<file path="src/logic/ax25_pkg.sv">
/*
  ax25_pkg: constants shared by the packet frame codec and its FIFO.
  assumes nothing beyond a SystemVerilog compiler.
*/
package ax25_pkg;
  localparam int          CLK_HZ        = 100_000_000;
  localparam int          BIT_RATE_HZ   = 1200;
  localparam int          BIT_DIV       = CLK_HZ / BIT_RATE_HZ;
  localparam int          TX_FIFO_DEPTH = 8;
  localparam int          TX_FIFO_WIDTH = 9;
  localparam logic [7:0]  FLAG_BYTE     = 8'h7E;
  localparam logic [2:0]  STUFF_RUN     = 3'h5;
  localparam logic [4:0]  ABORT_ONES    = 5'hF;
  localparam logic [3:0]  FCS_LAST_BIT  = 4'hF;
  localparam logic [15:0] CRC_INIT      = 16'hFFFF;
  localparam logic [15:0] CRC_POLY_REV  = 16'h8408;
  localparam logic [11:0] MIN_FRAME_BITS = 12'h088;
  localparam logic [8:0]  MAX_INFO      = 9'h100;
  localparam logic [3:0]  RAW_SKIP      = 4'h7;
  localparam logic [4:0]  SUB_LEN       = 5'h7;
  localparam logic [2:0]  SSID_POS      = 3'h6;
  localparam logic [4:0]  LAST_ADDR_DIR = 5'hD;
  localparam logic [4:0]  LAST_ADDR_RPT = 5'h14;
  localparam logic [8:0]  DST_SSID_IDX  = 9'h006;
  localparam logic [8:0]  SRC_SSID_IDX  = 9'h00D;
  localparam logic [8:0]  RPT_SSID_IDX  = 9'h014;
  localparam logic [7:0]  ASCII_SPACE   = 8'h20;
  localparam logic [1:0]  RSV_BITS      = 2'h3;
  localparam logic [3:0]  SSID_ALLCALL  = 4'hF;
  localparam logic [7:0]  CTRL_PF_MASK  = 8'hEF;
  localparam logic [7:0]  CTRL_UI       = 8'h03;
  localparam logic [7:0]  CTRL_FRMR     = 8'h87;
  localparam logic [7:0]  PID_NONE_VAL  = 8'hF0;
  localparam logic [7:0]  PID_ESC_VAL   = 8'hFF;
  typedef enum logic [1:0] {PID_RSVD, PID_L3, PID_NONE, PID_ESC} ax25_pid_t;
endpackage : ax25_pkg

</file>
<file path="src/logic/ax25_frame_codec.sv">
/*
  ax25_frame_codec: bit-level framer and deframer for packet-radio frames,
  plus ax25_tx_fifo, the byte buffer in front of the framer.
  assumes the modem takes txBit on txBitStrobe and offers rxBit with a
  one-cycle rxBitValid, both synchronous to clk_sys; call ports stable
  while txBusy is high.
*/
// Overview of operation
// - frames open and close with flag 7E
// - flag pattern only delimits frames
// - insert zero after five ones sent
// - drop zero after five ones received
// - fields go out least significant bit first
// - check sequence goes out msb first
// - both ends compute sixteen-bit check sequence
// - abort sends fifteen ones (sixteen when started by txAbort), no stuffing
// - reject short, unflagged or unaligned frames
// - whole-octet fields, one-octet control field
// - protocol identifier only in information frames
// - info only in I/UI/FRMR, max 256
// - info carried unchanged end to end
// - address bit 0 marks final octet
// - upper-case callsigns shifted, space padded
// - destination seven octets, then source seven
// - address octets from A1, bit 0 first
// - reserved identifier bits sent as one
// - all-ones station id is all-call
// - repeater sub-field follows cleared extension bit
// - last repeater octet holds repeated bit
// - repeated bit zero until repeater sends
`timescale 1ns/1ns
`default_nettype none

module ax25_tx_fifo #(
  parameter int WIDTH = 9,
  parameter int DEPTH = 8
) (
  // clock and reset
  input  wire logic             clk_sys,
  input  wire logic             rst,
  // fill side
  input  wire logic             inValid,
  input  wire logic [WIDTH-1:0] inData,
  output logic                  inReady,
  // drain side
  output logic                  outValid,
  output logic [WIDTH-1:0]      outData,
  input  wire logic             outReady
);
  localparam int AW = $clog2(DEPTH);
  logic [WIDTH-1:0] mem [DEPTH];
  logic [AW-1:0]    wrPtr_q;
  logic [AW-1:0]    rdPtr_q;
  logic [AW:0]      cnt_q;
  logic [AW:0]      cnt_d;
  logic             push;
  logic             pop;

  assign push     = inValid && inReady;
  assign pop      = outValid && outReady;
  assign outValid = (cnt_q != '0);
  assign outData  = mem[rdPtr_q];

  always_comb begin
    cnt_d = cnt_q;
    if (push && !pop) begin
      cnt_d = cnt_q + 1'b1;
    end else if (pop && !push) begin
      cnt_d = cnt_q - 1'b1;
    end
  end

  always_ff @(posedge clk_sys) begin
    if (push) begin
      mem[wrPtr_q] <= inData;
    end
  end

  always_ff @(posedge clk_sys) begin
    if (rst) begin
      wrPtr_q <= '0;
      rdPtr_q <= '0;
      cnt_q   <= '0;
      inReady <= 1'b0;
    end else begin
      if (push) begin
        wrPtr_q <= (wrPtr_q == AW'(DEPTH - 1)) ? '0 : wrPtr_q + 1'b1;
      end
      if (pop) begin
        rdPtr_q <= (rdPtr_q == AW'(DEPTH - 1)) ? '0 : rdPtr_q + 1'b1;
      end
      cnt_q   <= cnt_d;
      inReady <= (cnt_d != (AW+1)'(DEPTH));
    end
  end
endmodule : ax25_tx_fifo

module ax25_frame_codec import ax25_pkg::*; #(
  parameter int BIT_DIVIDE = BIT_DIV,
  parameter int FIFO_DEPTH = TX_FIFO_DEPTH
) (
  // clock and reset
  input  wire logic        clk_sys,
  input  wire logic        rst,
  // transmit bytes: control, pid, info; last marks final byte
  input  wire logic        txValid,
  input  wire logic [7:0]  txData,
  input  wire logic        txLast,
  output logic             txReady,
  input  wire logic        txAbort,
  // transmit address
  input  wire logic [47:0] dstCall,
  input  wire logic [3:0]  dstSsid,
  input  wire logic [47:0] srcCall,
  input  wire logic [3:0]  srcSsid,
  input  wire logic        rptEnable,
  input  wire logic [47:0] rptCall,
  input  wire logic [3:0]  rptSsid,
  input  wire logic        rptDone,
  // modem transmit stream
  output logic             txBit_q,
  output logic             txBitStrobe_q,
  output logic             txBusy_q,
  // modem receive stream
  input  wire logic        rxBit,
  input  wire logic        rxBitValid,
  // receive bytes and frame verdict
  output logic [7:0]       rxData_q,
  output logic             rxValid_q,
  output logic             rxFrameOk_q,
  output logic             rxFrameBad_q,
  output logic             rxHasRpt_q,
  output logic             rxRepeated_q,
  output logic             rxAllCall_q,
  output ax25_pid_t        rxPidClass_q
);
  typedef enum logic [2:0] {TX_IDLE, TX_ADDR, TX_DATA, TX_FCS, TX_ABORT} ax25_txst_t;

  function automatic logic [15:0] crcStep(input logic [15:0] c, input logic b);
    crcStep = (c[0] ^ b) ? ((c >> 1) ^ CRC_POLY_REV) : (c >> 1);
  endfunction : crcStep

  function automatic logic [7:0] encChar(input logic [7:0] ch);
    logic [7:0] u;
    u = (ch == 8'h00) ? ASCII_SPACE : ch;
    if (u >= 8'h61 && u <= 8'h7A) begin
      u = u - ASCII_SPACE;
    end
    encChar = {u[6:0], 1'b0};
  endfunction : encChar

  // bit-rate enable
  logic [$clog2(BIT_DIVIDE+1)-1:0] div_q;
  logic bitEn;
  assign bitEn = (div_q == '0);
  always_ff @(posedge clk_sys) begin
    if (rst) begin
      div_q <= '0;
    end else begin
      div_q <= bitEn ? ($bits(div_q))'(BIT_DIVIDE - 1) : div_q - 1'b1;
    end
  end

  // transmit buffer
  logic       fifoValid;
  logic [8:0] fifoData;
  logic       fifoPop;
  ax25_tx_fifo #(.WIDTH(TX_FIFO_WIDTH), .DEPTH(FIFO_DEPTH)) u_fifo (
    .clk_sys  (clk_sys),
    .rst      (rst),
    .inValid  (txValid),
    .inData   ({txLast, txData}),
    .inReady  (txReady),
    .outValid (fifoValid),
    .outData  (fifoData),
    .outReady (fifoPop)
  );

  // transmit framer state
  ax25_txst_t  txSt_q;
  logic [7:0]  txSh_q;
  logic [2:0]  txIdx_q;
  logic [4:0]  txByte_q;
  logic [2:0]  txOnes_q;
  logic [15:0] txCrc_q;
  logic [15:0] txFcs_q;
  logic [4:0]  txCnt_q;
  logic        txLastB_q;
  logic [8:0]  txInfo_q;

  logic        stuffing;
  logic        stuffNow;
  logic        curBit;
  logic        byteEnd;
  logic [15:0] crcNext;
  logic [4:0]  nIdx;
  logic [4:0]  lastAddr;
  logic [7:0]  addrOct;

  // idle included so five trailing check ones still get their zero
  assign stuffing = (txSt_q != TX_ABORT);
  assign stuffNow = stuffing && (txOnes_q == STUFF_RUN);
  assign curBit   = (txSt_q == TX_FCS) ? txFcs_q[15] : txSh_q[txIdx_q];
  assign byteEnd  = bitEn && !stuffNow && (txIdx_q == 3'h7);
  assign crcNext  = crcStep(txCrc_q, curBit);
  assign lastAddr = rptEnable ? LAST_ADDR_RPT : LAST_ADDR_DIR;
  assign nIdx     = (txSt_q == TX_IDLE) ? 5'h0 : txByte_q + 1'b1;
  assign fifoPop  = byteEnd && fifoValid && !txAbort &&
                    (((txSt_q == TX_ADDR) && (txByte_q == lastAddr)) ||
                     ((txSt_q == TX_DATA) && !txLastB_q));

  // address octet for index nIdx, sent from A1 onward
  always_comb begin
    logic [47:0] call;
    logic [3:0]  ssid;
    logic [2:0]  pos;
    logic [1:0]  sub;
    call = dstCall;
    ssid = dstSsid;
    sub  = 2'h0;
    pos  = 3'h0;
    if (nIdx >= (SUB_LEN << 1)) begin
      sub = 2'h2;
    end else if (nIdx >= SUB_LEN) begin
      sub = 2'h1;
    end
    pos = 3'(nIdx - 5'(sub) * SUB_LEN);
    if (sub == 2'h1) begin
      call = srcCall;
      ssid = srcSsid;
    end else if (sub == 2'h2) begin
      call = rptCall;
      ssid = rptSsid;
    end
    if (pos == SSID_POS) begin
      // top bit is the repeated flag on the repeater octet
      addrOct = {((sub == 2'h2) ? rptDone : 1'b1), RSV_BITS, ssid, (nIdx == lastAddr)};
    end else begin
      addrOct = encChar(call[8*(5-int'(pos)) +: 8]);
    end
  end

  always_ff @(posedge clk_sys) begin
    if (rst) begin
      txSt_q        <= TX_IDLE;
      txSh_q        <= '0;
      txIdx_q       <= '0;
      txByte_q      <= '0;
      txOnes_q      <= '0;
      txCrc_q       <= CRC_INIT;
      txFcs_q       <= '0;
      txCnt_q       <= '0;
      txLastB_q     <= 1'b0;
      txInfo_q      <= '0;
      txBit_q       <= 1'b1;
      txBitStrobe_q <= 1'b0;
      txBusy_q      <= 1'b0;
    end else begin
      txBitStrobe_q <= bitEn;
      txBusy_q      <= (txSt_q != TX_IDLE);
      if (bitEn) begin
        case (txSt_q)
          TX_IDLE: begin
            if (stuffNow) begin
              txBit_q  <= 1'b0;
              txOnes_q <= '0;
            end else begin
              txBit_q <= FLAG_BYTE[txIdx_q];
              txIdx_q <= txIdx_q + 1'b1;
              if (txIdx_q == 3'h7 && fifoValid) begin
                txSt_q    <= TX_ADDR;
                txSh_q    <= addrOct;
                txByte_q  <= '0;
                txOnes_q  <= '0;
                txCrc_q   <= CRC_INIT;
                txInfo_q  <= '0;
                txLastB_q <= 1'b0;
              end
            end
          end
          TX_ADDR, TX_DATA, TX_FCS: begin
            if (txAbort) begin
              txSt_q  <= TX_ABORT;
              txCnt_q <= '0;
              txBit_q <= 1'b1;
            end else if (stuffNow) begin
              txBit_q  <= 1'b0;
              txOnes_q <= '0;
            end else begin
              txBit_q  <= curBit;
              txOnes_q <= curBit ? txOnes_q + 1'b1 : 3'h0;
              if (txSt_q == TX_FCS) begin
                txFcs_q <= txFcs_q << 1;
                txCnt_q <= txCnt_q + 1'b1;
                if (txCnt_q == 5'(FCS_LAST_BIT)) begin
                  txSt_q  <= TX_IDLE; // closing flag follows
                  txIdx_q <= '0;
                end
              end else begin
                txCrc_q <= crcNext;
                txIdx_q <= txIdx_q + 1'b1;
                if (txIdx_q == 3'h7) begin
                  txByte_q <= nIdx;
                  if (txSt_q == TX_DATA && txLastB_q) begin
                    txSt_q  <= TX_FCS;
                    txFcs_q <= ~crcNext;
                    txCnt_q <= '0;
                  end else if (!fifoValid || txInfo_q > MAX_INFO + 9'h1) begin
                    txSt_q  <= TX_ABORT; // underrun or oversize info
                    txCnt_q <= '0;
                  end else if (txSt_q == TX_DATA || txByte_q == lastAddr) begin
                    txSt_q    <= TX_DATA;
                    txSh_q    <= fifoData[7:0];
                    txLastB_q <= fifoData[8];
                    txInfo_q  <= txInfo_q + 1'b1;
                  end else begin
                    txSh_q <= addrOct;
                  end
                end
              end
            end
          end
          TX_ABORT: begin
            txBit_q  <= 1'b1;
            txOnes_q <= '0;
            txCnt_q  <= txCnt_q + 1'b1;
            if (txCnt_q == ABORT_ONES - 1'b1) begin
              txSt_q  <= TX_IDLE;
              txIdx_q <= '0;
            end
          end
          default: begin
            txSt_q <= TX_IDLE;
          end
        endcase
      end
    end
  end

  // receive deframer
  logic [7:0]  rawSh_q;
  logic [3:0]  skip_q;
  logic        inFrame_q;
  logic [2:0]  rxOnes_q;
  logic [11:0] bitCnt_q;
  logic [15:0] dly_q;
  logic [4:0]  fill_q;
  logic [15:0] rxCrc_q;
  logic [7:0]  rxSh_q;
  logic [2:0]  rxIdx_q;
  logic [8:0]  rxByte_q;
  logic        err_q;
  logic        addrDone_q;
  logic [8:0]  ctrlIdx_q;
  logic        iFrame_q;
  logic        infoOk_q;
  logic [8:0]  infoCnt_q;
  logic        hasRpt_q;
  logic        rptH_q;
  logic        allCall_q;

  logic [7:0]  rawNext;
  logic        flagSeen;
  logic        abortSeen;
  logic        dBit;
  logic        dataEn;
  logic        accept;
  logic        outBit;
  logic [7:0]  byteNext;
  logic        byteDone;
  logic        frameGood;

  assign rawNext   = {rawSh_q[6:0], rxBit};
  assign flagSeen  = rxBitValid && (rawNext == FLAG_BYTE);
  assign abortSeen = rxBitValid && (rawNext[6:0] == 7'h7F);
  // data lags seven raw bits: last bit is in before the closing flag completes
  assign dBit      = rawSh_q[6];
  assign dataEn    = rxBitValid && inFrame_q && (skip_q == '0);
  assign accept    = dataEn && !((rxOnes_q == STUFF_RUN) && !dBit);
  assign outBit    = dly_q[15];
  assign byteNext  = {outBit, rxSh_q[7:1]};
  assign byteDone  = accept && (fill_q[4]) && (rxIdx_q == 3'h7);
  assign frameGood = (bitCnt_q >= MIN_FRAME_BITS) && (bitCnt_q[2:0] == 3'h0) &&
                     (dly_q == ~rxCrc_q) && !err_q && addrDone_q;

  always_ff @(posedge clk_sys) begin
    if (rst) begin
      rawSh_q   <= '0;
      skip_q    <= '0;
      inFrame_q <= 1'b0;
    end else if (rxBitValid) begin
      rawSh_q <= rawNext;
      if (skip_q != '0) begin
        skip_q <= skip_q - 1'b1;
      end
      if (flagSeen) begin
        inFrame_q <= 1'b1;
        skip_q    <= RAW_SKIP;
      end else if (abortSeen) begin
        inFrame_q <= 1'b0;
      end
    end
  end

  always_ff @(posedge clk_sys) begin
    if (rst) begin
      rxOnes_q <= '0;
      bitCnt_q <= '0;
      dly_q    <= '0;
      fill_q   <= '0;
      rxCrc_q  <= CRC_INIT;
      rxSh_q   <= '0;
      rxIdx_q  <= '0;
      err_q    <= 1'b0;
    end else if (flagSeen || abortSeen) begin
      rxOnes_q <= '0;
      bitCnt_q <= '0;
      fill_q   <= '0;
      rxCrc_q  <= CRC_INIT;
      rxIdx_q  <= '0;
      err_q    <= 1'b0;
    end else if (dataEn) begin
      if (!accept) begin
        rxOnes_q <= '0;
      end else begin
        rxOnes_q <= dBit ? rxOnes_q + 1'b1 : 3'h0;
        if (dBit && rxOnes_q == STUFF_RUN) begin
          err_q <= 1'b1;
        end
        if (bitCnt_q != '1) begin
          bitCnt_q <= bitCnt_q + 1'b1;
        end
        // last 16 bits held back as the check sequence
        dly_q <= {dly_q[14:0], dBit};
        if (!fill_q[4]) begin
          fill_q <= fill_q + 1'b1;
        end else begin
          rxCrc_q <= crcStep(rxCrc_q, outBit);
          rxSh_q  <= byteNext;
          rxIdx_q <= rxIdx_q + 1'b1;
        end
      end
    end
  end

  // field parsing on recovered octets
  always_ff @(posedge clk_sys) begin
    if (rst) begin
      rxByte_q   <= '0;
      addrDone_q <= 1'b0;
      ctrlIdx_q  <= '0;
      iFrame_q   <= 1'b0;
      infoOk_q   <= 1'b0;
      infoCnt_q  <= '0;
      hasRpt_q   <= 1'b0;
      rptH_q     <= 1'b0;
      allCall_q  <= 1'b0;
      rxData_q   <= '0;
      rxValid_q  <= 1'b0;
      rxPidClass_q <= PID_RSVD;
    end else begin
      rxValid_q <= byteDone;
      if (flagSeen || abortSeen) begin
        rxByte_q   <= '0;
        addrDone_q <= 1'b0;
        hasRpt_q   <= 1'b0;
        rptH_q     <= 1'b0;
        infoCnt_q  <= '0;
        iFrame_q   <= 1'b0;
        infoOk_q   <= 1'b0;
      end else if (byteDone) begin
        rxData_q <= byteNext;
        if (rxByte_q != '1) begin
          rxByte_q <= rxByte_q + 1'b1;
        end
        if (!addrDone_q) begin
          if (byteNext[0]) begin
            addrDone_q <= 1'b1;
            ctrlIdx_q  <= rxByte_q + 1'b1;
          end
          if (rxByte_q == DST_SSID_IDX) begin
            allCall_q <= (byteNext[4:1] == SSID_ALLCALL);
          end
          if (rxByte_q == SRC_SSID_IDX) begin
            hasRpt_q <= !byteNext[0];
          end
          if (rxByte_q == RPT_SSID_IDX) begin
            rptH_q <= byteNext[7];
          end
        end else if (rxByte_q == ctrlIdx_q) begin
          iFrame_q <= !byteNext[0];
          infoOk_q <= !byteNext[0] || ((byteNext & CTRL_PF_MASK) == CTRL_UI) ||
                      ((byteNext & CTRL_PF_MASK) == CTRL_FRMR);
        end else if (iFrame_q && rxByte_q == ctrlIdx_q + 1'b1) begin
          if (byteNext == PID_NONE_VAL) begin
            rxPidClass_q <= PID_NONE;
          end else if (byteNext == PID_ESC_VAL) begin
            rxPidClass_q <= PID_ESC;
          end else if (byteNext[5:4] == 2'h1 || byteNext[5:4] == 2'h2) begin
            rxPidClass_q <= PID_L3;
          end else begin
            rxPidClass_q <= PID_RSVD;
          end
        end else if (infoCnt_q != '1) begin
          infoCnt_q <= infoCnt_q + 1'b1;
        end
      end
    end
  end

  // frame verdict at closing flag or abort
  always_ff @(posedge clk_sys) begin
    if (rst) begin
      rxFrameOk_q  <= 1'b0;
      rxFrameBad_q <= 1'b0;
      rxHasRpt_q   <= 1'b0;
      rxRepeated_q <= 1'b0;
      rxAllCall_q  <= 1'b0;
    end else begin
      rxFrameOk_q  <= 1'b0;
      rxFrameBad_q <= 1'b0;
      if (inFrame_q && (bitCnt_q != '0) && (flagSeen || abortSeen)) begin
        if (flagSeen && frameGood && (infoOk_q || infoCnt_q == '0) && infoCnt_q <= MAX_INFO) begin
          rxFrameOk_q  <= 1'b1;
          rxHasRpt_q   <= hasRpt_q;
          rxRepeated_q <= hasRpt_q && rptH_q;
          rxAllCall_q  <= allCall_q;
        end else begin
          rxFrameBad_q <= 1'b1;
        end
      end
    end
  end

  a_stuff_zero: assert property (@(posedge clk_sys) disable iff (rst)
    (bitEn && stuffNow && !txAbort) |=> !txBit_q) else $error("stuffed zero missing");
  a_abort_ones: assert property (@(posedge clk_sys) disable iff (rst)
    (bitEn && txSt_q == TX_ABORT) |=> txBit_q) else $error("abort bit not one");
  a_fcs_msb_first: assert property (@(posedge clk_sys) disable iff (rst)
    (bitEn && txSt_q == TX_FCS && !stuffNow && !txAbort) |=> txBit_q == $past(txFcs_q[15]))
    else $error("fcs bit order wrong");
  a_idle_flag: assert property (@(posedge clk_sys) disable iff (rst)
    (bitEn && txSt_q == TX_IDLE) |=> txBit_q == FLAG_BYTE[$past(txIdx_q)]) else $error("flag bit wrong");
  a_addr_ext_last: assert property (@(posedge clk_sys) disable iff (rst)
    (byteEnd && !txAbort && txSt_q == TX_ADDR && nIdx == lastAddr) |=> txSh_q[0])
    else $error("final address extension clear");
  a_addr_ext_more: assert property (@(posedge clk_sys) disable iff (rst)
    (byteEnd && !txAbort && txSt_q == TX_ADDR && nIdx < lastAddr) |=> !txSh_q[0])
    else $error("extension set too early");
  a_rx_short_bad: assert property (@(posedge clk_sys) disable iff (rst)
    (flagSeen && inFrame_q && bitCnt_q != '0 && bitCnt_q < MIN_FRAME_BITS) |=> rxFrameBad_q && !rxFrameOk_q)
    else $error("short frame accepted");
  a_rx_destuff: assert property (@(posedge clk_sys) disable iff (rst)
    (dataEn && rxOnes_q == STUFF_RUN && !dBit) |-> !accept ##1 rxOnes_q == 3'h0)
    else $error("stuffed zero kept");
  a_rx_crc_bad: assert property (@(posedge clk_sys) disable iff (rst)
    (flagSeen && inFrame_q && bitCnt_q != '0 && dly_q != ~rxCrc_q) |=> !rxFrameOk_q)
    else $error("bad check sequence accepted");
  a_strobe_pulse: assert property (@(posedge clk_sys) disable iff (rst)
    txBitStrobe_q && (BIT_DIVIDE > 1) |=> !txBitStrobe_q) else $error("bit strobe too long");

  c_frame_sent: cover property (@(posedge clk_sys) disable iff (rst)
    bitEn && txSt_q == TX_FCS && txCnt_q == 5'(FCS_LAST_BIT) && !stuffNow);
  c_abort_sent: cover property (@(posedge clk_sys) disable iff (rst) txSt_q == TX_ABORT);
  c_rx_good: cover property (@(posedge clk_sys) disable iff (rst) rxFrameOk_q);
  c_rx_repeated: cover property (@(posedge clk_sys) disable iff (rst) rxFrameOk_q && rxRepeated_q);
endmodule : ax25_frame_codec

`default_nettype wire

</file>
<file path="config.mk">
export PLATFORM = sky130hd
export DESIGN_NAME = ax25_frame_codec
export DESIGN_NICKNAME = d
export VERILOG_FILES = /design/src/logic/ax25_pkg.sv /design/src/logic/ax25_frame_codec.sv
export SDC_FILE = /design/constraint.sdc
export NUM_CORES = 1
export LEC_CHECK = 0
export BUFFER_PORTS_ARGS = -buffer_cell sky130_fd_sc_hd__buf_2
export CAP_MARGIN = 20
export CORE_MARGIN = 2
export CORE_UTILIZATION = 63
export CTS_CLUSTER_SIZE = 40
export DETAILED_ROUTE_END_ITERATION = 16
export PLACE_DENSITY = 0.83
export SETUP_SLACK_MARGIN = 0.15
export SKIP_CTS_REPAIR_TIMING = 1
export SLEW_MARGIN = 20
export SYNTH_ARGS = -nofsm -noshare
export SYNTH_HDL_FRONTEND = slang
export SYNTH_SLANG_ARGS = --single-unit
</file>
<file path="constraint.sdc">
create_clock -name clk_sys -period 10.88 [get_ports clk_sys]
set_clock_uncertainty 0.05 [all_clocks]
set_input_delay 2.72 -clock clk_sys [delete_from_list [all_inputs] [get_ports clk_sys]]
set_output_delay 2.72 -clock clk_sys [all_outputs]
set_load 0.01 [all_outputs]
</file>
=== After elaboration in Yosys (flattened, before gate mapping) ===
Memory sizes are Yosys's and may differ from the RTL's. A register that Yosys moved wholly into a read port is not among the register bits.
Cells that the tools add are included.

* $add $sub $neg: 21
* Multiply operators: 1
* Magnitude comparators: 8
* Equal/unequal tests: 54
* Shifts and indexed selects: 1
* Multiplexer cells: 123
* Bitwise operators: 14
* Reductions and logical operators: 103

{| class="wikitable"
|+ Operator list
! cell !! count
|-
| 16-bit 2-to-1 mux || 10
|-
| 48-bit 2-to-1 mux || 2
|-
| 8-bit 2-to-1 mux || 11
|-
| 3-bit 2-to-1 mux || 28
|-
| 9-bit 2-to-1 mux || 9
|-
| 5-bit 2-to-1 mux || 15
|-
| 48-bit by 7-bit variable part select with 8-bit output || 1
|-
| 9-bit by 1-bit adder with 9-bit output, second input constant || 4
|-
| 1-bit logical AND || 35
|-
| 16-bit inverter || 2
|-
| 16-bit case mux with 2 select lines || 1
|-
| 3-bit case mux with 3 select lines || 3
|-
| 1-bit 2-to-1 mux || 26
|-
| 3-bit equality test, second input constant || 8
|-
| 4-bit 2-to-1 mux || 6
|-
| 3-bit AND reduction || 8
|-
| 5-bit case mux with 2 select lines || 2
|-
| 3-bit by 1-bit adder with 3-bit output, second input constant || 6
|-
| 9-bit equality test || 2
|-
| 2-bit != test, second input constant || 9
|-
| 9-bit != test, second input constant || 2
|-
| 9-bit case mux with 2 select lines || 1
|-
| 17-bit logical NOT || 1
|-
| 17-bit 2-to-1 mux || 1
|-
| other kinds (68) || 132
|}

* Bits in registers: 225
* Bits in writable memories: 72
* ROM bits: 8
* Input bits: 173
* Output and inout bits: 20
* Memories: 2

{| class="wikitable"
|+ Memory list
! name !! words !! width !! read ports !! clocked after Yosys merged registers in !! wr ports !! line !! source
|-
| u_fifo.mem || 8 || 9 || 1 || 1 || 1 || ax25_frame_codec.sv:51 || <nowiki>logic [WIDTH-1:0] mem [DEPTH];</nowiki>
|-
| (name not given) || 8 || 1 || 1 || 1 || 0 || ax25_frame_codec.sv:268 || <nowiki>txBit_q <= FLAG_BYTE[txIdx_q];</nowiki>
|}

=== Depth between registers and ports, before layout ===
* Depth after elaboration: 23
* Mapped depth: 19

=== Hierarchy ===
From an unflattened synthesis, not the netlist that was laid out.

* Cells, all modules: 1,728
* Area, all modules: 15,548.7 um^2

{| class="wikitable"
|+ By module, submodules not included
! module !! instances !! cells an instance !! area an instance (um^2) !! sequential area each (um^2)
|-
| ax25_frame_codec || 1 || 1,538 || 12,116.6 || 4,284.1
|-
| ax25_tx_fifo || 1 || 190 || 3,432.0 || 2,442.3
|}

=== Worst setup path after synthesis ===
OpenSTA, ideal clock, no wires.

* Path type: in2reg
* Start point: input port rxBitValid
* End point: register ctrlIdx_q[5]
* Library setup time: 0.086 ns
* Data arrival time: 4.785 ns
* Required time: 10.744 ns
* Slack: 5.959 ns
* Stages: 10
* Buffers on the path: 2
* Path through: buf_2 and4_1 nand4_1 a21oi_1 nor2_2 nand3_1 nor3_2 clkbuf_1 nor2_1 a211oi_1

* Cells in the longest elaborated chain, start to end: 6
* Elaborated cells on any way between the ends: 10
* Those cells by class: bitwise (1); reduce/logical (9)

{| class="wikitable"
|+ RTL lines
! element !! line !! source
|-
| from (decl) || ax25_frame_codec.sv:126 || <nowiki>input wire logic rxBitValid,</nowiki>
|-
| 1-bit logical AND (2 in a row) || ax25_frame_codec.sv:378 || <nowiki>assign dataEn = rxBitValid && inFrame_q && (skip_q == '0);</nowiki>
|-
| 1-bit logical AND || ax25_frame_codec.sv:379 || <nowiki>assign accept = dataEn && !((rxOnes_q == STUFF_RUN) && !dBit);</nowiki>
|-
| 1-bit logical AND (2 in a row) || ax25_frame_codec.sv:382 || <nowiki>assign byteDone = accept && (fill_q[4]) && (rxIdx_q == 3'h7);</nowiki>
|-
| 4-bit AND reduction (no line) (*) || n/a ||
|-
| to (signal assigned) || ax25_frame_codec.sv:479 || <nowiki>ctrlIdx_q <= rxByte_q + 1'b1;</nowiki>
|-
| to (decl) || ax25_frame_codec.sv:354 || <nowiki>logic [8:0] ctrlIdx_q;</nowiki>
|}

Every way passes the cells marked *; elsewhere a longest branch is shown, timed or not.
A chain may end at the register's enable or synchronous reset.

=== Final worst setup path ===
* Start point: register txByte_q[0]
* End point: register txSh_q[6]

* Cells in the longest elaborated chain, start to end: 23
* Elaborated cells on any way between the ends: 35
* Those cells by class: add/sub (4); mul (1); order compare (4); eq/ne (4); shift (1); mux (18); reduce/logical (3)

{| class="wikitable"
|+ RTL lines
! element !! line !! source
|-
| from (decl) || ax25_frame_codec.sv:183 || <nowiki>logic [4:0] txByte_q;</nowiki>
|-
| from (signal assigned) || ax25_frame_codec.sv:303 || <nowiki>txByte_q <= nIdx;</nowiki>
|-
| 5-bit by 1-bit adder with 5-bit output || ax25_frame_codec.sv:207 || <nowiki>assign nIdx = (txSt_q == TX_IDLE) ? 5'h0 : txByte_q + 1'b1;</nowiki>
|-
| 5-bit 2-to-1 mux || ax25_frame_codec.sv:207 ||
|-
| 5-bit by 3-bit greater-or-equal comparator with 1-bit output || ax25_frame_codec.sv:224 || <nowiki>end else if (nIdx >= SUB_LEN) begin</nowiki>
|-
| 1-bit 2-to-1 mux || ax25_frame_codec.sv:224 ||
|-
| 2-bit 2-to-1 mux || ax25_frame_codec.sv:222 || <nowiki>if (nIdx >= (SUB_LEN << 1)) begin</nowiki>
|-
| 2-bit by 3-bit multiplier with 3-bit output or 2-bit equality test (tied branches) || ax25_frame_codec.sv:227, ax25_frame_codec.sv:231 ||
|-
| 3-bit subtractor or 48-bit 2-to-1 mux (tied branches) || ax25_frame_codec.sv:227, ax25_frame_codec.sv:231 ||
|-
| 3-bit by 3-bit subtractor with 4-bit output or 48-bit 2-to-1 mux (tied branches) || ax25_frame_codec.sv:239, ax25_frame_codec.sv:228 ||
|-
| (+7 left out) || n/a ||
|-
| 8-bit 2-to-1 mux || ax25_frame_codec.sv:311 || <nowiki>end else if (txSt_q == TX_DATA || txByte_q == lastAddr) begin</nowiki>
|-
| 8-bit 2-to-1 mux || ax25_frame_codec.sv:308 || <nowiki>end else if (!fifoValid || txInfo_q > MAX_INFO + 9'h1) begin</nowiki>
|-
| 8-bit 2-to-1 mux || ax25_frame_codec.sv:304 || <nowiki>if (txSt_q == TX_DATA && txLastB_q) begin</nowiki>
|-
| 8-bit 2-to-1 mux || ax25_frame_codec.sv:302 || <nowiki>if (txIdx_q == 3'h7) begin</nowiki>
|-
| 8-bit 2-to-1 mux || ax25_frame_codec.sv:292 || <nowiki>if (txSt_q == TX_FCS) begin</nowiki>
|-
| 8-bit 2-to-1 mux || ax25_frame_codec.sv:286 || <nowiki>end else if (stuffNow) begin</nowiki>
|-
| 8-bit 2-to-1 mux || ax25_frame_codec.sv:282 || <nowiki>if (txAbort) begin</nowiki>
|-
| 8-bit case mux with 2 select lines (*) || ax25_frame_codec.sv:262 || <nowiki>case (txSt_q)</nowiki>
|-
| to (signal assigned) || ax25_frame_codec.sv:272 || <nowiki>txSh_q <= addrOct;</nowiki>
|-
| to (signal assigned) || ax25_frame_codec.sv:313 || <nowiki>txSh_q <= fifoData[7:0];</nowiki>
|-
| to (signal assigned) || ax25_frame_codec.sv:317 || <nowiki>txSh_q <= addrOct;</nowiki>
|-
| to (decl) || ax25_frame_codec.sv:181 || <nowiki>logic [7:0] txSh_q;</nowiki>
|}

Every way passes the cells marked *; elsewhere a longest branch is shown, timed or not. The select of a mux whose other input is x is not followed.

==> reports/qor.txt <==
========================================================================================
Max Used Layer                                                                      met4
RePlAce Congestion                                                                0.9336
Largest net degree at the start of global routing                                     74
Area of the core region                                                      24,250 um^2
Maximum resistive drop on vdd                                                0.0001493 V
Detailed router's first-iteration violation count                                  1,242
Post-Syn Nets                                                                      1,928
Static Leakage                                                                  6.745 nW
Clk_lat worst skew                                                                580 ps
Total clock buffers created by CTS                                                    30
Number of vias after detailed routing                                             13,410
Count of clock tree sinks                                                            300
P per Cell Area                                                             142.5 nW/um^2
Count of input and output buffers                                                    192
Master cell of the clock root buffer                                           clkbuf_16
Count of mapped cells out of synthesis                                             1,716
Post-layout min period                                                           5888 ps
Die Y                                                                           161.0 um
Io pins                                                                              193
Vias in the first global route                                                    12,640
Portion of the clock cycle consumed by the worst path in the final layout         0.5412
Global-route wire length before repair                                          63.02 mm
# placed instances                                                                 2,131
Avg Inst Size Synth                                                           9.054 um^2
Commonest non-fill, non-tap cells in the layout                             237 x nor2_1, 228 x dfxtp_1, 191 x buf_2
DP HPWL                                                                         26.93 mm
Growth of design area from synthesis to finish                                    12.76%
Cells traversed along the worst timing path                                 ha_1 > inv_1 > o22ai_1 > a211o_1 > inv_2 > ha_1 > fa_1 > inv_1 > ha_1 > nor2_1 > nand2_1 > a311oi_1 > a21oi_1 > a41oi_1 > nor3_1 > a21oi_1 > a31oi_1
Setup repair after global routing missed its margin                                false
Data required time at the worst endpoint                                       11,280 ps
Critical-path top delay cell                                                     a211o_1
GRT Total Usage                                                                   0.2933
Final total negative setup slack                                                    0 ps
Final setup vio count                                                                  0
Sequential cell area                                                           6726 um^2
Result of the run                                                           finished, final reports clean
Crit start category                                                             register
Met2 Wirelength                                                                 18.85 mm
Register bit count reported by yosys                                                 300
Endpoint kind of the worst setup timing path                                    register
Routed met1 length                                                              16.99 mm
Max transition margin                                                             0.2702
Final Max Slew Viols                                                                   0
CTS HTree Levels                                                                       1
Count of maximum capacitance violations                                                0
Overall overflow remaining after global route                                          0
Total detailed-routing wirelength                                               39.23 mm
DRT Pass-1 Iters                                                                       6
Count of unresolved DRC violations after routing                                       0
CP Class                                                                      reg -> reg
CP bufs+invs                                                                           3
Hold violation total from the final report                                             0
Most repeated library cell on the critical path                                     ha_1
Kind of cell with the highest combined delay on the critical path           compound AO/OA/AOI/OAI gates
EDFF count, synth                                                                     72
Top flip-flop cell by instance count after synthesis                             dfxtp_1
Antenna-violating nets left                                                            0
Clock Pin Slew Worst Setup and Hold Paths                                          70 ps
Sequential cell area fraction in the yosys report                                 0.4330
Leading cell type in the layout, fill and taps excluded                           nor2_1
Mean number of vias per cell                                                       6.143
Worst-path maximum fanout                                                             28
Crit path arrival time                                                           6290 ps
Average routed wire per standard cell                                           17.97 um
Post-layout instance count excluding filler cells                                  2,183
Maximum operating frequency                                                   0.1698 GHz
Pin slew with the least headroom to its limit                                    1091 ps
Initial antenna violation count                                                        0
Number of nets in the final layout                                                 2,051
Width of the die                                                                161.0 um
YS warnings                                                                            0
Area of the multi-input gates                                                  8210 um^2
Class of the worst hold path                                                  reg -> reg
Wire length on met3                                                             2.446 mm
Fraction of final layout cells with drive strength greater than 1                 0.1737
Die ar.                                                                      25,930 um^2
Number of filler cells placed in the layout                                        1,810
Buffer depth of the longest clock path                                                 3
TritonCTS clock tree                                                                done
Diodes inserted                                                                        0
Number of distinct library cells after synthesis                                      94
Cell row count                                                                        57
Post-synth design cell area                                                  15,540 um^2
Max incr delay on CP                                                              880 ps
Starting utilization of the core area                                             0.6407
FFs w/ async S/R, synth                                                                0
========================================================================================
## sequential cells by signal (all words and copies together) (netlist names), 12 cells and up, named ones only
| register | count |
|---|---|
| div_q | 17 |
| u_fifo.mem | 72 |
| txFcs_q | 16 |
| dly_q | 16 |
| txCrc_q | 16 |
| rxCrc_q | 16 |
| bitCnt_q | 12 |
## path summary, 6_finish.rpt
path | startpoint | to | slack (ps) | cells past startpoint
hold reg to reg | div_q[0]$_SDFF_PP0_ | div_q[0]$_SDFF_PP0_ | 400 | 1
setup / recovery | txByte_q[0]$_SDFFE_PP0P_ | txSh_q[6]$_SDFFE_PP0P_ | 4990 | 17
setup reg to reg | txByte_q[0]$_SDFFE_PP0P_ | txSh_q[6]$_SDFFE_PP0P_ | 4990 | 17
hold / removal | div_q[0]$_SDFF_PP0_ | div_q[0]$_SDFF_PP0_ | 400 | 1
## cell type report
cell class                 count  area share
clock buffer                  40     0.04899
clock inverter                12    0.007642
inverter                      43    0.009213
multi-input combinational   1264      0.4686
sequential                   300      0.3839
tap                          324     0.02314
timing repair buffer         200     0.05842
## per-layer routing
metal  up-vias  global-route usage
met5         -                   0
met4         0             0.08482
met1      6385              0.3939
met2       481              0.4949
li1       6451                   -
met3        93             0.04622
## cell families after synthesis
| logic type | count (synthesis) | share of synthesized area |
|---|---|---|
| simple gates | 674 | 0.2059 |
| flops | 300 | 0.4330 |
| xor+xnor | 95 | 0.05356 |
| compound gates | 364 | 0.1550 |
| mux | 91 | 0.07957 |
| buf+inv | 152 | 0.04043 |
| fa+ha+maj | 40 | 0.03254 |
## through the flow
step	setup WS [ps]	power, mW	instance area, um^2	hold WS (ps)	utilization
floorplan	5959	1.403	15540	372.4	-
global placement	5122	1.476	16530	383.7	0.6816
detailed placement	5057	1.486	16530	390.8	0.6816
CTS	5181	2.509	17520	404.5	0.7225
global route	4593	2.595	17520	431.0	0.7225
finish	4992	2.497	17520	398.7	0.7225
## synth_stat cells, drive strengths merged, types with 4 or more instances
library cell    n  area share
o211ai          9      0.0047
nand4          27       0.011
nor3           54       0.018
a41oi           6      0.0034
edfxtp         72        0.14
o31a            6      0.0034
nor2b           9      0.0036
nand2b          5      0.0025
nor4           11      0.0054
or3            14      0.0056
a21boi          6      0.0031
or2             5      0.0020
a31oi          13      0.0052
nor3b           5      0.0024
o31ai           4      0.0028
a2111oi        13      0.0073
mux4           25       0.036
mux2           10      0.0072
o22ai           9      0.0040
a211oi         33       0.016
clkbuf         76       0.018
nand2         163       0.040
a21oi         114       0.037
a311oi         13      0.0073
o21a            5      0.0024
a21o            6      0.0029
dfxtp         228        0.29
xnor2          38       0.021
xor2           57       0.032
and2           10      0.0040
a211o          10      0.0056
ha             38       0.031
a311o           5      0.0032
nor2          240       0.058
inv            42       0.010
nand3          72       0.023
or4b            4      0.0026
buf            33       0.012
o32ai           6      0.0034
mux2i          56       0.036
and3           27       0.011
o21ai          78       0.025
or4            10      0.0053
## report_power, final
group	internal, mW	leakage [nW]	switching, mW
sequential	1.18	2.49	0.0318
combinational	0.121	3.77	0.140
clock	0.598	0.484	0.432
total	1.89	6.74	0.603
Power figures use the tool's default switching activity.
